[config.mk]
export PLATFORM = sky130hd
export DESIGN_NAME = frr_top
export DESIGN_NICKNAME = d
export VERILOG_FILES = /design/src/common/frr_pkg.sv /design/src/common/frr_tmr_if.sv /design/src/rtl/frr_delay_timer.sv /design/src/rtl/frr_top.sv
export SDC_FILE = /design/constraint.sdc
export NUM_CORES = 1
export LEC_CHECK = 0
export ABC_AREA = 1
export BUFFER_PORTS_ARGS = -buffer_cell sky130_fd_sc_hd__buf_2
export CORE_ASPECT_RATIO = 0.7
export CORE_MARGIN = 2
export CORE_UTILIZATION = 50
export DETAILED_ROUTE_END_ITERATION = 12
export GPL_ROUTABILITY_DRIVEN = 0
export HOLD_SLACK_MARGIN = 0.08
export PLACE_DENSITY = 0.76
export SKIP_LAST_GASP = 1
export SLEW_MARGIN = 25
export SYNTH_ARGS = -nofsm -noshare
export SYNTH_HDL_FRONTEND = slang
export SYNTH_SLANG_ARGS = --single-unit
[constraint.sdc]
create_clock -name sys_clk -period 2.7 [get_ports sys_clk]
set_input_delay 0.81 -clock sys_clk [delete_from_list [all_inputs] [get_ports sys_clk]]
set_output_delay 0.81 -clock sys_clk [all_outputs]
set_load 0.01 [all_outputs]
[src/common/frr_pkg.sv]
// Constants and types shared by the fault record and restart controller
//
// Notes on behaviour
// With arm set, a fault copies fault flags and ADC bytes into EEPROM.
// Internal logic never clears the arm bit; only a host write does.
// Host clears of started and done flags take effect only while unlock is 1.
// Started flag set when a record begins; host 1 ignored, host 0 clears.
// Done flag set when a record finishes; host may clear, never set.
// Alert enable 1 gives an alert on record completion; 0 gives none.
// Reserved bits read zero: control bits 2:0, restart bits 3:2.
// Fault byte goes to EEPROM 0xA4, five alarm log bytes to 0xA5-0xA9.
// Latest sense-current MSB goes to EEPROM 0xE1.
// Lowest and highest sense-current MSBs go to EEPROM 0xE2 and 0xE3.
// Latest, lowest, highest supply MSBs go to EEPROM 0xE4-0xE6.
// Enable set plus restart command restarts after delay; enable stays set.
// Host clears the restart enable before each later restart command.
// Delay select codes 0-7 give 0.512 s doubling up to 65.5 s.
// Status bit 1 reads 1 during restart or cooling delay, or latch-off.
// Status bit 0 mirrors the write-protect pin level.
// A new record starts only with arm set and started clear.
// Restart delay comes from a base prescaler times a power of two.
package frr_pkg;

  ////////////////////////////////////////////////////////////////////////
  // Register map
  localparam logic [7:0] ADDR_REC_CTRL = 8'h90;
  localparam logic [7:0] ADDR_RESTART = 8'hA2;
  localparam logic [7:0] REC_CTRL_RESET = 8'h00;
  localparam logic [7:0] RESTART_RESET = 8'h00;
  localparam logic [7:0] UNMAPPED_READ = 8'h00;

  // Record control fields
  localparam int REC_ARM_BIT = 7;
  localparam int REC_UNLOCK_BIT = 6;
  localparam int REC_STARTED_BIT = 5;
  localparam int REC_DONE_BIT = 4;
  localparam int REC_ALERT_EN_BIT = 3;

  // Restart control fields
  localparam int RST_EN_BIT = 7;
  localparam int RST_SEL_HI = 6;
  localparam int RST_SEL_LO = 4;
  localparam int RST_SEL_W = 3;
  localparam int RST_STATUS_BIT = 1;
  localparam int RST_WP_BIT = 0;

  ////////////////////////////////////////////////////////////////////////
  // Record layout
  localparam int LOG_BYTES = 6;
  localparam int ADC_BYTES = 6;
  localparam int REC_BYTES = LOG_BYTES + ADC_BYTES;
  localparam int IDX_W = 4;
  localparam logic [IDX_W-1:0] LOG_BYTES_IDX = 4'h6;
  localparam logic [IDX_W-1:0] LAST_IDX = 4'hB;
  localparam logic [7:0] EE_LOG_BASE = 8'hA4;
  localparam logic [7:0] EE_ADC_BASE = 8'hE1;

  ////////////////////////////////////////////////////////////////////////
  // Timing
  localparam int CLK_PERIOD_NS = 50;
  localparam int RESTART_BASE_MS = 512;
  localparam int RESTART_BASE_CYCLES = RESTART_BASE_MS * 1000000 / CLK_PERIOD_NS;
  localparam int BASE_CNT_W = 24;
  localparam int TICK_CNT_W = 8;

  typedef enum logic [1:0] {
    FRR_IDLE,
    FRR_WRITE,
    FRR_FINISH
  } frr_rec_state_t;

endpackage

[src/common/frr_tmr_if.sv]
// Link between the controller and its restart delay timer
`timescale 1ns/10ps
interface frr_tmr_if;
  logic start;
  logic [frr_pkg::RST_SEL_W-1:0] sel;
  logic busy;
  logic expire;
  modport ctrl (output start, output sel, input busy, input expire);
  modport timer (input start, input sel, output busy, output expire);
endinterface

[src/rtl/frr_delay_timer.sv]
// Restart delay timer: base prescaler times a power-of-two tick count
`timescale 1ns/10ps
module frr_delay_timer #(
  parameter int BASE_CYCLES = frr_pkg::RESTART_BASE_CYCLES
) (
  // Clock, reset, enable
  input wire logic sys_clk,
  input wire logic rst,
  input wire logic ce,
  // Controller side
  frr_tmr_if.timer tmr
);
  import frr_pkg::*;

  typedef struct packed {
    logic busy;
    logic expire;
    logic [BASE_CNT_W-1:0] base_cnt;
    logic [TICK_CNT_W-1:0] ticks;
    logic [TICK_CNT_W-1:0] limit;
  } frr_tmr_state_t;

  frr_tmr_state_t s_r;
  frr_tmr_state_t s_nxt;

  function automatic logic [TICK_CNT_W-1:0] tick_limit(input logic [RST_SEL_W-1:0] sel);
    tick_limit = TICK_CNT_W'((1 << sel) - 1);
  endfunction

  always_comb begin
    s_nxt = s_r;
    s_nxt.expire = 1'b0;
    if (!s_r.busy) begin
      if (tmr.start) begin
        s_nxt.busy = 1'b1;
        s_nxt.base_cnt = '0;
        s_nxt.ticks = '0;
        // power-of-two multiple
        s_nxt.limit = tick_limit(tmr.sel);
      end
    end else if (s_r.base_cnt == BASE_CNT_W'(BASE_CYCLES - 1)) begin
      s_nxt.base_cnt = '0;
      // delay reached
      if (s_r.ticks == s_r.limit) begin
        s_nxt.busy = 1'b0;
        s_nxt.expire = 1'b1;
      end else begin
        s_nxt.ticks = s_r.ticks + 1'b1;
      end
    end else begin
      s_nxt.base_cnt = s_r.base_cnt + 1'b1;
    end
  end

  always_ff @(posedge sys_clk) begin
    if (rst) begin
      s_r <= '0;
    end else if (ce) begin
      s_r <= s_nxt;
    end
  end

  assign tmr.busy = s_r.busy;
  assign tmr.expire = s_r.expire;

endmodule

[src/rtl/frr_top.sv]
// Fault record sequencer, restart control and their host registers
`timescale 1ns/10ps
module frr_top #(
  parameter int BASE_CYCLES = frr_pkg::RESTART_BASE_CYCLES
) (
  // Clock, reset, enable
  input wire logic sys_clk,
  input wire logic rst,
  input wire logic ce,

  // Host register port
  input wire logic reg_wr,
  input wire logic reg_rd,
  input wire logic [7:0] reg_addr,
  input wire logic [7:0] reg_wdata,
  output logic [7:0] reg_rdata,
  output logic reg_rdata_valid,

  // Fault trigger and captured sources
  input wire logic fault_event,
  input wire logic [7:0] sys_fault_byte,
  input wire logic [frr_pkg::LOG_BYTES-2:0][7:0] alarm_log,
  input wire logic [7:0] sense_reading_latest,
  input wire logic [7:0] sense_reading_lowest,
  input wire logic [7:0] sense_reading_highest,
  input wire logic [7:0] supply_reading_latest,
  input wire logic [7:0] supply_reading_lowest,
  input wire logic [7:0] supply_reading_highest,

  // EEPROM write port
  output logic ee_wr_req,
  output logic [7:0] ee_wr_addr,
  output logic [7:0] ee_wr_data,
  input wire logic ee_wr_ack,

  // Record status
  output logic record_alert,
  output logic record_busy,

  // Restart control
  input wire logic restart_cmd,
  input wire logic cooling_delay_active,
  input wire logic latched_off,
  input wire logic write_protect_pin,
  output logic restart_out
);
  import frr_pkg::*;

  ////////////////////////////////////////////////////////////////////////
  // State

  typedef struct packed {
    // Record control register
    logic rec_arm;
    logic rec_unlock;
    logic rec_started;
    logic rec_done;
    logic rec_alert_en;
    // Restart control register
    logic auto_restart_enable;
    logic [RST_SEL_W-1:0] restart_delay_select;
    // Sequencer
    frr_rec_state_t rec_state;
    logic [IDX_W-1:0] idx;
    logic [REC_BYTES-1:0][7:0] snap;
    // Outputs
    logic ee_req;
    logic [7:0] ee_addr;
    logic [7:0] ee_data;
    logic [7:0] rdata;
    logic rdata_valid;
    logic alert;
    logic busy;
    logic restart_pulse;
  } frr_state_t;

  frr_state_t s_r;
  frr_state_t s_nxt;

  frr_tmr_if tmr ();

  ////////////////////////////////////////////////////////////////////////
  // Helpers

  // EEPROM location of record byte idx: log bytes first, then ADC bytes
  function automatic logic [7:0] ee_map(input logic [IDX_W-1:0] idx);
    logic [7:0] ofs;
    ofs = 8'h00;
    if (idx < LOG_BYTES_IDX) begin
      ofs = {4'h0, idx};
      ee_map = EE_LOG_BASE + ofs;
    end else begin
      ofs = {4'h0, idx - LOG_BYTES_IDX};
      ee_map = EE_ADC_BASE + ofs;
    end
  endfunction

  // Record image in write order
  function automatic logic [REC_BYTES-1:0][7:0] take_snapshot(
    input logic [7:0] fb,
    input logic [LOG_BYTES-2:0][7:0] al,
    input logic [ADC_BYTES-1:0][7:0] adc
  );
    logic [REC_BYTES-1:0][7:0] img;
    img = '0;
    img[0] = fb;
    for (int i = 0; i < LOG_BYTES - 1; i++) begin
      img[i + 1] = al[i];
    end
    for (int i = 0; i < ADC_BYTES; i++) begin
      img[LOG_BYTES + i] = adc[i];
    end
    take_snapshot = img;
  endfunction

  function automatic logic [7:0] rec_ctrl_view(input frr_state_t s);
    logic [7:0] v;
    // reserved bits zero
    v = 8'h00;
    v[REC_ARM_BIT] = s.rec_arm;
    v[REC_UNLOCK_BIT] = s.rec_unlock;
    v[REC_STARTED_BIT] = s.rec_started;
    v[REC_DONE_BIT] = s.rec_done;
    v[REC_ALERT_EN_BIT] = s.rec_alert_en;
    rec_ctrl_view = v;
  endfunction

  // Restart register image; status and pin level are live, not stored
  function automatic logic [7:0] restart_view(
    input frr_state_t s,
    input logic status,
    input logic wp
  );
    logic [7:0] v;
    // reserved bits zero
    v = 8'h00;
    v[RST_EN_BIT] = s.auto_restart_enable;
    v[RST_SEL_HI:RST_SEL_LO] = s.restart_delay_select;
    // delay status
    v[RST_STATUS_BIT] = status;
    // write-protect level
    v[RST_WP_BIT] = wp;
    restart_view = v;
  endfunction

  // Address match shared by write and read decode
  function automatic logic addr_hit(input logic [7:0] a, input logic [7:0] reg_ofs);
    addr_hit = (a == reg_ofs);
  endfunction

  ////////////////////////////////////////////////////////////////////////
  // Next state

  logic [ADC_BYTES-1:0][7:0] adc_bytes;
  logic rec_wr;
  logic rst_wr;
  logic delay_active;

  // Order sets EEPROM locations E1..E6
  assign adc_bytes = {supply_reading_highest, supply_reading_lowest, supply_reading_latest,
                      sense_reading_highest, sense_reading_lowest, sense_reading_latest};
  assign rec_wr = reg_wr && addr_hit(reg_addr, ADDR_REC_CTRL);
  assign rst_wr = reg_wr && addr_hit(reg_addr, ADDR_RESTART);
  // any delay or latch-off
  assign delay_active = tmr.busy || cooling_delay_active || latched_off;

  // start restart delay
  assign tmr.start = restart_cmd && s_r.auto_restart_enable;
  assign tmr.sel = s_r.restart_delay_select;

  always_comb begin
    s_nxt = s_r;
    s_nxt.rdata_valid = 1'b0;
    s_nxt.alert = 1'b0;
    s_nxt.restart_pulse = tmr.expire;

    // Host writes first, so hardware sets below win in the same cycle
    if (rec_wr) begin
      // only the host changes arm
      s_nxt.rec_arm = reg_wdata[REC_ARM_BIT];
      s_nxt.rec_unlock = reg_wdata[REC_UNLOCK_BIT];
      s_nxt.rec_alert_en = reg_wdata[REC_ALERT_EN_BIT];
      // clears gated by unlock
      if (s_r.rec_unlock) begin
        // write 0 clears, 1 ignored
        if (!reg_wdata[REC_STARTED_BIT]) begin
          s_nxt.rec_started = 1'b0;
        end
        // host can only clear
        if (!reg_wdata[REC_DONE_BIT]) begin
          s_nxt.rec_done = 1'b0;
        end
      end
    end

    if (rst_wr) begin
      // enable kept until host clears
      s_nxt.auto_restart_enable = reg_wdata[RST_EN_BIT];
      // delay code
      s_nxt.restart_delay_select = reg_wdata[RST_SEL_HI:RST_SEL_LO];
    end

    // Record sequencer
    case (s_r.rec_state)
      FRR_IDLE: begin
        // one record until the host clears started
        if (fault_event && s_r.rec_arm && !s_r.rec_started) begin
          // record begins
          s_nxt.rec_started = 1'b1;
          // freeze sources at the fault
          s_nxt.snap = take_snapshot(sys_fault_byte, alarm_log, adc_bytes);
          s_nxt.idx = '0;
          s_nxt.busy = 1'b1;
          s_nxt.rec_state = FRR_WRITE;
        end
      end
      FRR_WRITE: begin
        if (!s_r.ee_req) begin
          // location per byte
          s_nxt.ee_req = 1'b1;
          s_nxt.ee_addr = ee_map(s_r.idx);
          s_nxt.ee_data = s_r.snap[s_r.idx];
        end else if (ee_wr_ack) begin
          s_nxt.ee_req = 1'b0;
          if (s_r.idx == LAST_IDX) begin
            s_nxt.rec_state = FRR_FINISH;
          end else begin
            s_nxt.idx = s_r.idx + 1'b1;
          end
        end
      end
      FRR_FINISH: begin
        // record done
        s_nxt.rec_done = 1'b1;
        // alert only when enabled
        s_nxt.alert = s_r.rec_alert_en;
        s_nxt.busy = 1'b0;
        s_nxt.rec_state = FRR_IDLE;
      end
      default: begin
        s_nxt.ee_req = 1'b0;
        s_nxt.busy = 1'b0;
        s_nxt.rec_state = FRR_IDLE;
      end
    endcase

    // Read sees register values before this cycle's write
    if (reg_rd) begin
      s_nxt.rdata_valid = 1'b1;
      if (addr_hit(reg_addr, ADDR_REC_CTRL)) begin
        s_nxt.rdata = rec_ctrl_view(s_r);
      end else if (addr_hit(reg_addr, ADDR_RESTART)) begin
        s_nxt.rdata = restart_view(s_r, delay_active, write_protect_pin);
      end else begin
        s_nxt.rdata = UNMAPPED_READ;
      end
    end
  end

  ////////////////////////////////////////////////////////////////////////
  // Registers

  always_ff @(posedge sys_clk) begin
    if (rst) begin
      s_r <= '0;
      s_r.rec_arm <= REC_CTRL_RESET[REC_ARM_BIT];
      s_r.rec_unlock <= REC_CTRL_RESET[REC_UNLOCK_BIT];
      s_r.rec_started <= REC_CTRL_RESET[REC_STARTED_BIT];
      s_r.rec_done <= REC_CTRL_RESET[REC_DONE_BIT];
      s_r.rec_alert_en <= REC_CTRL_RESET[REC_ALERT_EN_BIT];
      s_r.auto_restart_enable <= RESTART_RESET[RST_EN_BIT];
      s_r.restart_delay_select <= RESTART_RESET[RST_SEL_HI:RST_SEL_LO];
      s_r.rec_state <= FRR_IDLE;
    end else if (ce) begin
      s_r <= s_nxt;
    end
  end

  ////////////////////////////////////////////////////////////////////////
  // Restart delay timer

  // Long count kept as a parameter so simulation can shorten it
  frr_delay_timer #(
    .BASE_CYCLES(BASE_CYCLES)
  ) u_timer (
    .sys_clk(sys_clk),
    .rst(rst),
    .ce(ce),
    .tmr(tmr.timer)
  );

  ////////////////////////////////////////////////////////////////////////
  // Outputs

  assign reg_rdata = s_r.rdata;
  assign reg_rdata_valid = s_r.rdata_valid;
  assign ee_wr_req = s_r.ee_req;
  assign ee_wr_addr = s_r.ee_addr;
  assign ee_wr_data = s_r.ee_data;
  assign record_alert = s_r.alert;
  assign record_busy = s_r.busy;
  assign restart_out = s_r.restart_pulse;

endmodule

==> key figures, run 1 <==
STA
  • Final setup viols: 0
  • Final Skew: between 0.01 and 0.015 ns
  • Worst-margin pin slew: 0.805 ns
  • Final hold vios: 0
  • RSZ-0062 raised after global routing: no
  • Hold_ws: 0.447 ns
  • Setup WS post-layout: just over 0.7 ns
  • Rel. slew slack: 0.463
  • Setup TNS: 0 ns
  • Max Freq: between 500 and 600 MHz
  • Final min period: between 1.5 and 2 ns
  • Pins Over Slew Limit: 0
  • Period utilization: 0.735

Route
  • DRT iter0 DRCs: 785
  • DRC: 0
  • Via count: 8287
  • Post-route antenna net violation count: 0
  • Pre-antenna DRT Iters: 8
  • Avg WL per Cell: 14.0 um
  • Detailed Route WL: 22000 um
  • DR vias/cell: about 5.3

Global route
  • Initial antenna violation count: 0
  • Global Route Usage Sum: 0.240
  • Vias in the first global route: 7319
  • First-pass GRT wire length: 36200 um
  • Grt total ovfl: 0
  • Largest net degree at the start of global routing: 71

Pwr
  • PD cells: between 500 and 600 nW/um^2
  • Sequential power share: 0.508
  • Switching pwr: between 0.001 and 0.0015 W
  • Clock Power Share: 0.456
  • Pint: 0.00397 W
  • Pleak: 4.12 nW
  • Comb pwr share: 0.036
  • Switching Fraction: 0.243
  • Max IR drop VDD: 0.000282 V

Clocking
  • Post-CTS setup buffer count: 0
  • Clock transition at the registers of the reported paths: about 0.070 ns
  • Clock sink total: 180
  • Clock latency on the worst-skew pair: 0.43 ns
  • H-tree depth: 4
  • Root Buffer: clkbuf_16
  • CTS Buf Count: 17
  • Post-cts resize count: 0
  • Max clock buf depth: 2
  • CTS tree: built
  • Post-CTS Hold Buffers: 0

Floorplan
  • Rows: 40
  • Die area: about 19000 um^2
  • Die height: approximately 110 um
  • Core Area: 17200 um^2
  • Die Wd: 162 um
  • Top Ports: 152
  • Initial Utilization: 0.511

Synth
  • Seq/Total Area, Yosys: 0.411
  • Syn_nets: 1368
  • Synth Register Bits: 180
  • Number of synthesized flops with an enable pin: 0
  • Syn Area/Cell: 7.10 um^2
  • Synth unique cells: between 40 and 50
  • Mapped Area: a little under 9000 um^2
  • Post-synthesis adder-cell area fraction: 0.0128
  • Async SR Flop Fraction: 0
  • Synth Instances: roughly 1200
  • Compound-gate portion of the synthesized area: 0.190
  • Most used DFF post-synth: dfxtp_1
  • XOR/XNOR Fraction of Synth Area: 0.0140
  • Proportion of synthesized area in mux cells: 0
  • Post-synthesis simple-gate area fraction: 0.268
  • Largest family of logic cells by synthesized area: simple AND/OR/NAND/NOR gates
  • Yosys warns: 0

Worst setup path
  • CP max stage cell: ha_1
  • Worst Reg2Reg Path Length in Cells: 10
  • Worst reg2reg setup slack: between 0.7 and 0.8 ns
  • Critical R2R Launch: s_r[127]
  • CP dominant cell by count: nand2_1
  • Critical path peak fanout: 18
  • Crit Reg-Reg Endpoint: s_r[128]
  • Crit. Startpoint: s_r[127]
  • CP endpoint kind: flip-flop
  • Crit path capture: s_r[128]
  • Crit Path Class: flip-flop to flip-flop
  • Largest stage delay on the critical path: 0.33 ns
  • Cell chain of the critical path: buf_4, clkinv_1, ha_1, nand2_1, nand2_1, nand2_1, nand2_2, nor2_4, nand3_1, nor3b_2
  • Worst setup SP type: flip-flop
  • Crit path DAT: about 2.3 ns
  • Critical Path RT: 3.02 ns

Layout
  • Final core utilization: 0.583
  • Multi-input gate area: 4260 um^2
  • Most common cell after layout, fill and taps aside: nor2_1
  • Fillcell total: 1626
  • N_diodes: 0
  • Sequential cell area: 3600 um^2
  • Layout area overhead: 14.0%
  • Share of post-route cells with drive strength above 1: 0.184
  • Fin nets: ~1500
  • Most frequent cells in the layout: nor2_1 (240), dfxtp_1 (179), nand2_1 (172), o21ai_0 (154), buf_2 (147)

Place
  • Pre-CTS setup slack: between 0.5 and 0.6 ns
  • Port buffer count: 147
  • DP HPWL: between 15000 and 20000 um

Flow run
  • Max-Cap Viols: 0

Status
  • Status: complete, no violations

Hold path
  • Min-delay worst type: flip-flop to flip-flop
==> cells by family (layout without fill, tap and decap cells) <==
logic type / count (synthesis) / after routing
other: 1 / 1
AOI/OAI and AO/OA: 313 / 313
xor gates and xnor gates: 14 / 14
adders and majority gates: 9 / 9
and+or+nand+nor: 528 / 528
DFF: 180 / 180
buffers and inverters: 191 / 295
==> power by group through the flow <==
stage / registers, W / logic (W) / clock network (W)
after floorplan: 0.00272 / 0.0000787 / 0
after detailed placement: 0.00272 / 0.000189 / 0
after CTS: 0.00266 / 0.000190 / 0.00244
final: 0.00266 / 0.000191 / 0.00239
after global routing: 0.00266 / 0.000210 / 0.00254
after global placement: 0.00272 / 0.000188 / 0
==> flip-flops by register name, indices dropped and copies added, names as in the netlist <==
register / flops
reg_rdata: 7
record_busy: 1
ee_wr_addr: 7
tmr.sel: 3
s_r: 108
u_timer.tmr.busy: 1
u_timer.tmr.expire: 1
ee_wr_data: 8
reg_rdata_valid: 1
u_timer.s_r: 40
record_alert: 1
restart_out: 1
ee_wr_req: 1
==> metrics by stage <==
step / power [W] / cells / instance area, um^2
floorplan: 0.00280 / 1236 / 8780
global placement: 0.00291 / 1539 / 9450
detailed placement: 0.00291 / 1539 / 9450
CTS: 0.00529 / 1571 / 10000
global route: 0.00541 / 1571 / 10000
finish: 0.00524 / 1571 / 10000
==> worst min-delay path by stage <==
stage                   from  endpoint  slack [ns]  cells after the start
floorplan           s_r[138]  s_r[138]        0.42                      2
global placement    s_r[138]  s_r[138]        0.43                      2
detailed placement  s_r[138]  s_r[138]        0.44                      2
CTS                 s_r[138]  s_r[138]        0.45                      2
global route         s_r[41]   s_r[41]        0.47                      2
finish              s_r[138]  s_r[138]        0.45                      2
==> worst max-delay path, delay by kind of cell, from the launching register on <==
| kind | cells | cell delay, ns |
|---|---|---|
| adder cells (fa/ha/maj) | 1 | 0.33 |
| AND/OR/NAND/NOR | 7 | 0.68 |
| flip-flops | 1 | 0.31 |
| buffers and inverters | 2 | 0.55 |
==> synthesized netlist by cell type (all sizes together) (6+ instances only) <==
cell | count | share of area
nor2 | 252 | 0.12
nor3b | 6 | 0.0068
nand3 | 50 | 0.032
nand2 | 184 | 0.085
o22ai | 10 | 0.0071
a21oi | 101 | 0.058
clkbuf | 34 | 0.015
ha | 9 | 0.013
xnor2 | 6 | 0.0060
xor2 | 8 | 0.0080
buf | 56 | 0.045
dfxtp | 180 | 0.41
a31oi | 9 | 0.0064
o21ai | 164 | 0.094
o211ai | 18 | 0.015
inv | 97 | 0.042
nor3 | 16 | 0.013
nand4 | 14 | 0.010
==> layout make-up <==
type	instances	area share
clock inverters	15	0.0135
multi-input cells	865	0.425
repair buffers	162	0.0910
clock buffers	17	0.0425
well taps	231	0.0289
flip-flops and latches	180	0.360
inverters	101	0.0386
==> layer usage <==
metal	global-route usage	wire, um	vias up
met4	0.0779	325	0
li1	-	-	4227
met5	0	0	-
met3	0.0382	1390	29
met2	0.351	9040	249
met1	0.361	11200	3782
(Power assumes the default switching activity.)
==> run 2: changes to the inputs <==
--- a/config.mk
+++ b/config.mk
@@ -5,7 +5,7 @@
 export SDC_FILE = /design/constraint.sdc
 export NUM_CORES = 1
 export LEC_CHECK = 0
-export ABC_AREA = 1
+export ABC_AREA = 0
 export BUFFER_PORTS_ARGS = -buffer_cell sky130_fd_sc_hd__buf_2
 export CORE_ASPECT_RATIO = 0.7
 export CORE_MARGIN = 2
@@ -13,7 +13,7 @@
 export DETAILED_ROUTE_END_ITERATION = 12
 export GPL_ROUTABILITY_DRIVEN = 0
 export HOLD_SLACK_MARGIN = 0.08
-export PLACE_DENSITY = 0.76
+export PLACE_DENSITY = 0.77
 export SKIP_LAST_GASP = 1
 export SLEW_MARGIN = 25
 export SYNTH_ARGS = -nofsm -noshare
==> constraint.sdc (replaced) <==
create_clock -name sys_clk -period 1.85 [get_ports sys_clk]
set_input_delay 0.555 -clock sys_clk [delete_from_list [all_inputs] [get_ports sys_clk]]
set_output_delay 0.555 -clock sys_clk [all_outputs]
set_load 0.01 [all_outputs]
==> key figures, run 2 <==
Global route
  • Grt total ovfl: 0
  • Largest net degree at the start of global routing: 57
  • First-pass GRT wire length: about 34000 um
  • Vias in the first global route: 6917
  • Global Route Usage Sum: 0.252
  • Initial antenna violation count: 0

Synth
  • Most used DFF post-synth: dfxtp_1
  • Synth Register Bits: 180
  • Seq/Total Area, Yosys: 0.448
  • Async SR Flop Fraction: 0
  • Syn_nets: 1098
  • Synth Instances: 966
  • Yosys warns: 0
  • Mapped Area: 8050 um^2
  • Largest area contributor in the netlist: dfxtp_1
  • Most numerous cell in the Yosys netlist: nand2_1
  • Syn Area/Cell: 8.33 um^2
  • Number of synthesized flops with an enable pin: 0
  • Synth unique cells: between 50 and 60
  • Top post-synthesis cells by area: dfxtp_1 (45%), nand2_1 (12%), a21oi_1 (9.0%)
  • Commonest cells in the netlist: nand2_1 (253), dfxtp_1 (180), a21oi_1 (145), nor2_1 (63), clkbuf_1 (49)
  • Post-synth top area share: 0.448

Pwr
  • Max IR drop VDD: 0.000440 V
  • Pleak: 3.78 nW
  • PD cells: 744 nW/um^2

Floorplan
  • Initial Utilization: 0.515
  • Rows: 38
  • Die height: ~110 um
  • Top Ports: approximately 150
  • Die Wd: 156 um
  • Core Area: 15600 um^2
  • Die area: about 17000 um^2

Status
  • Failing checks: negative setup slack
  • Status: finished with violations

STA
  • Max Freq: 472 MHz
  • Final Skew: 0.0116 ns
  • Period utilization: 1.14
  • Setup WS post-layout: -0.267 ns
  • Worst-margin pin slew: just over 0.6 ns
  • RSZ-0062 raised after global routing: yes
  • Final setup viols: 31
  • Final min period: 2.12 ns
  • Final hold vios: 0
  • Rel. slew slack: 0.594
  • Pins Over Slew Limit: 0
  • Hold_ws: 0.350 ns

Layout
  • Max FFs per register: 108
  • Layout Cell Area excl Fill: 10300 um^2
  • Final core utilization: 0.660
  • Most common cell after layout, fill and taps aside: nand2_1
  • Largest register by flop count: s_r
  • N_diodes: 0
  • Share of post-route cells with drive strength above 1: 0.304
  • Layout area overhead: 28.2%
  • Fin nets: roughly 1300
  • Most frequent cells in the layout: nand2_1 (253), dfxtp_1 (177), buf_2 (146), a21oi_1 (144), buf_4 (83)

Worst setup path
  • Crit Path Class: flip-flop to flip-flop
  • Crit path DAT: 2.44 ns
  • Worst reg2reg setup slack: -0.27 ns
  • Critical Path RT: 2.17 ns
  • CP dominant cell by count: buf_12
  • Worst setup SP type: flip-flop
  • Critical R2R Launch: u_timer.s_r[31]
  • CP endpoint kind: flip-flop
  • Largest stage delay on the critical path: ~0.56 ns
  • Crit Reg-Reg Endpoint: u_timer.s_r[31]
  • Cell chain of the critical path: or4b_4, or4_4, nor2_4, or3_4, buf_12, buf_12, nor2_1
  • CP max stage cell: or4_4
  • Critical path peak fanout: 8
  • Worst Reg2Reg Path Length in Cells: 7

Hold path
  • Hold Path Cell Cnt: 3
  • Min-delay worst type: input pin to flip-flop
  • Min-Delay Endpoint: s_r[112]
  • HP Start: supply_reading_lowest[3]

Place
  • Port buffer count: 147
  • DP Area: 9480 um^2
  • DP HPWL: 15200 um
  • Pre-CTS setup slack: -0.270 ns

Clocking
  • H-tree depth: 4
  • Max clock buf depth: 2
  • Clock transition at the registers of the reported paths: approximately 0.07 ns
  • Clock sink total: 180
  • Root Buffer: clkbuf_16
  • Post-CTS Hold Buffers: 0
  • CTS tree: built
  • Clock latency on the worst-skew pair: 0.43 ns
  • CTS Buf Count: 17

Route
  • Avg WL per Cell: 15.7 um
  • DR vias/cell: 5.53
  • Via count: ~7500
  • Pre-antenna DRT Iters: 5
  • DRT iter0 DRCs: 592
  • Detailed Route WL: between 20000 and 25000 um
  • Post-route antenna net violation count: 0
  • DRC: 0

Flow run
  • Max-Cap Viols: 0
==> run 2: cell types whose count changed in the layout (fill, tap and decap cells not counted), moves of 24 or more <==
cell     change
nor2_1     -195
o21ai_0    -136
nand2_1     +81
buf_4       +73
a21oi_1     +44
inv_1       -77
nand3_1     -30
mux4_2      +24
==> run 2: power by group <==
part / total, W / switching, W / internal [W]
Clock: 0.00352 / 0.00170 / 0.00182
Sequential: 0.00387 / 0.000000915 / 0.00387
Combinational: 0.000286 / 0.000148 / 0.000137
==> run 2: worst max-delay path by stage <==
stage                    startpoint               to  depth (start not counted)  slack [ns]
finish              u_timer.s_r[31]  u_timer.s_r[31]                          7       -0.27
global route        u_timer.s_r[31]  u_timer.s_r[11]                          5       -0.31
CTS                 u_timer.s_r[31]  u_timer.s_r[10]                          5       -0.26
detailed placement  u_timer.s_r[30]  u_timer.s_r[10]                          5       -0.27
global placement    u_timer.s_r[30]  u_timer.s_r[10]                          5       -0.26
floorplan           u_timer.s_r[30]  u_timer.s_r[10]                          5       -0.19
==> run 2: layout make-up <==
class | count | area [um^2]
repair buffers | 245 | 1640
clock inverters | 14 | 140
multi-input cells | 691 | 4220
clock buffers | 18 | 439
flip-flops and latches | 180 | 3610
inverters | 7 | 26.3
well taps | 200 | 250
fillers | 1283 | 5330
==> run 2: cell families after synthesis <==
| logic type | share of synthesized area |
|---|---|
| adder cells (fa/ha/maj) | 0.0140 |
| XOR/XNOR | 0.0348 |
| buffers and inverters | 0.0581 |
| AND/OR/NAND/NOR | 0.226 |
| AO/OA/AOI/OAI | 0.141 |
| flip-flops | 0.448 |
| multiplexers | 0.0783 |
| other | 0.000466 |
==> run 2: routing by layer <==
metal,part of all wire,wire length [um],GRT usage
met1,0.48,10200,0.365
met2,0.43,9190,0.375
met3,0.067,1420,0.0489
met4,0.022,470,0.0917
met5,0,0,0
==> run 2: repair_timing <==
action | in CTS | in global routing
endpoints found under the setup margin | 33 | 35
cloned | 1 | 0
gates resized for setup | 16 | 35
setup buffers | 4 | 3
pin swaps | 15 | 11
==> run 2: critical path: cells and delay by family (launching register included) <==
kind                   cells  cell delay [ns]
DFF                        1             0.32
and+or+nand+nor            5             1.45
buffers and inverters      2             0.25
==> run 2: per-stage QoR <==
stage	power, W	instances	setup TNS [ns]
2_1_floorplan	0.00405	966	-3.20
3_3_place_gp	0.00423	1317	-13.17
3_5_place_dp	0.00422	1317	-15.22
4_1_cts	0.00771	1354	-6.05
5_1_grt	0.00790	1355	-8.10
6_report	0.00768	1355	-6.63
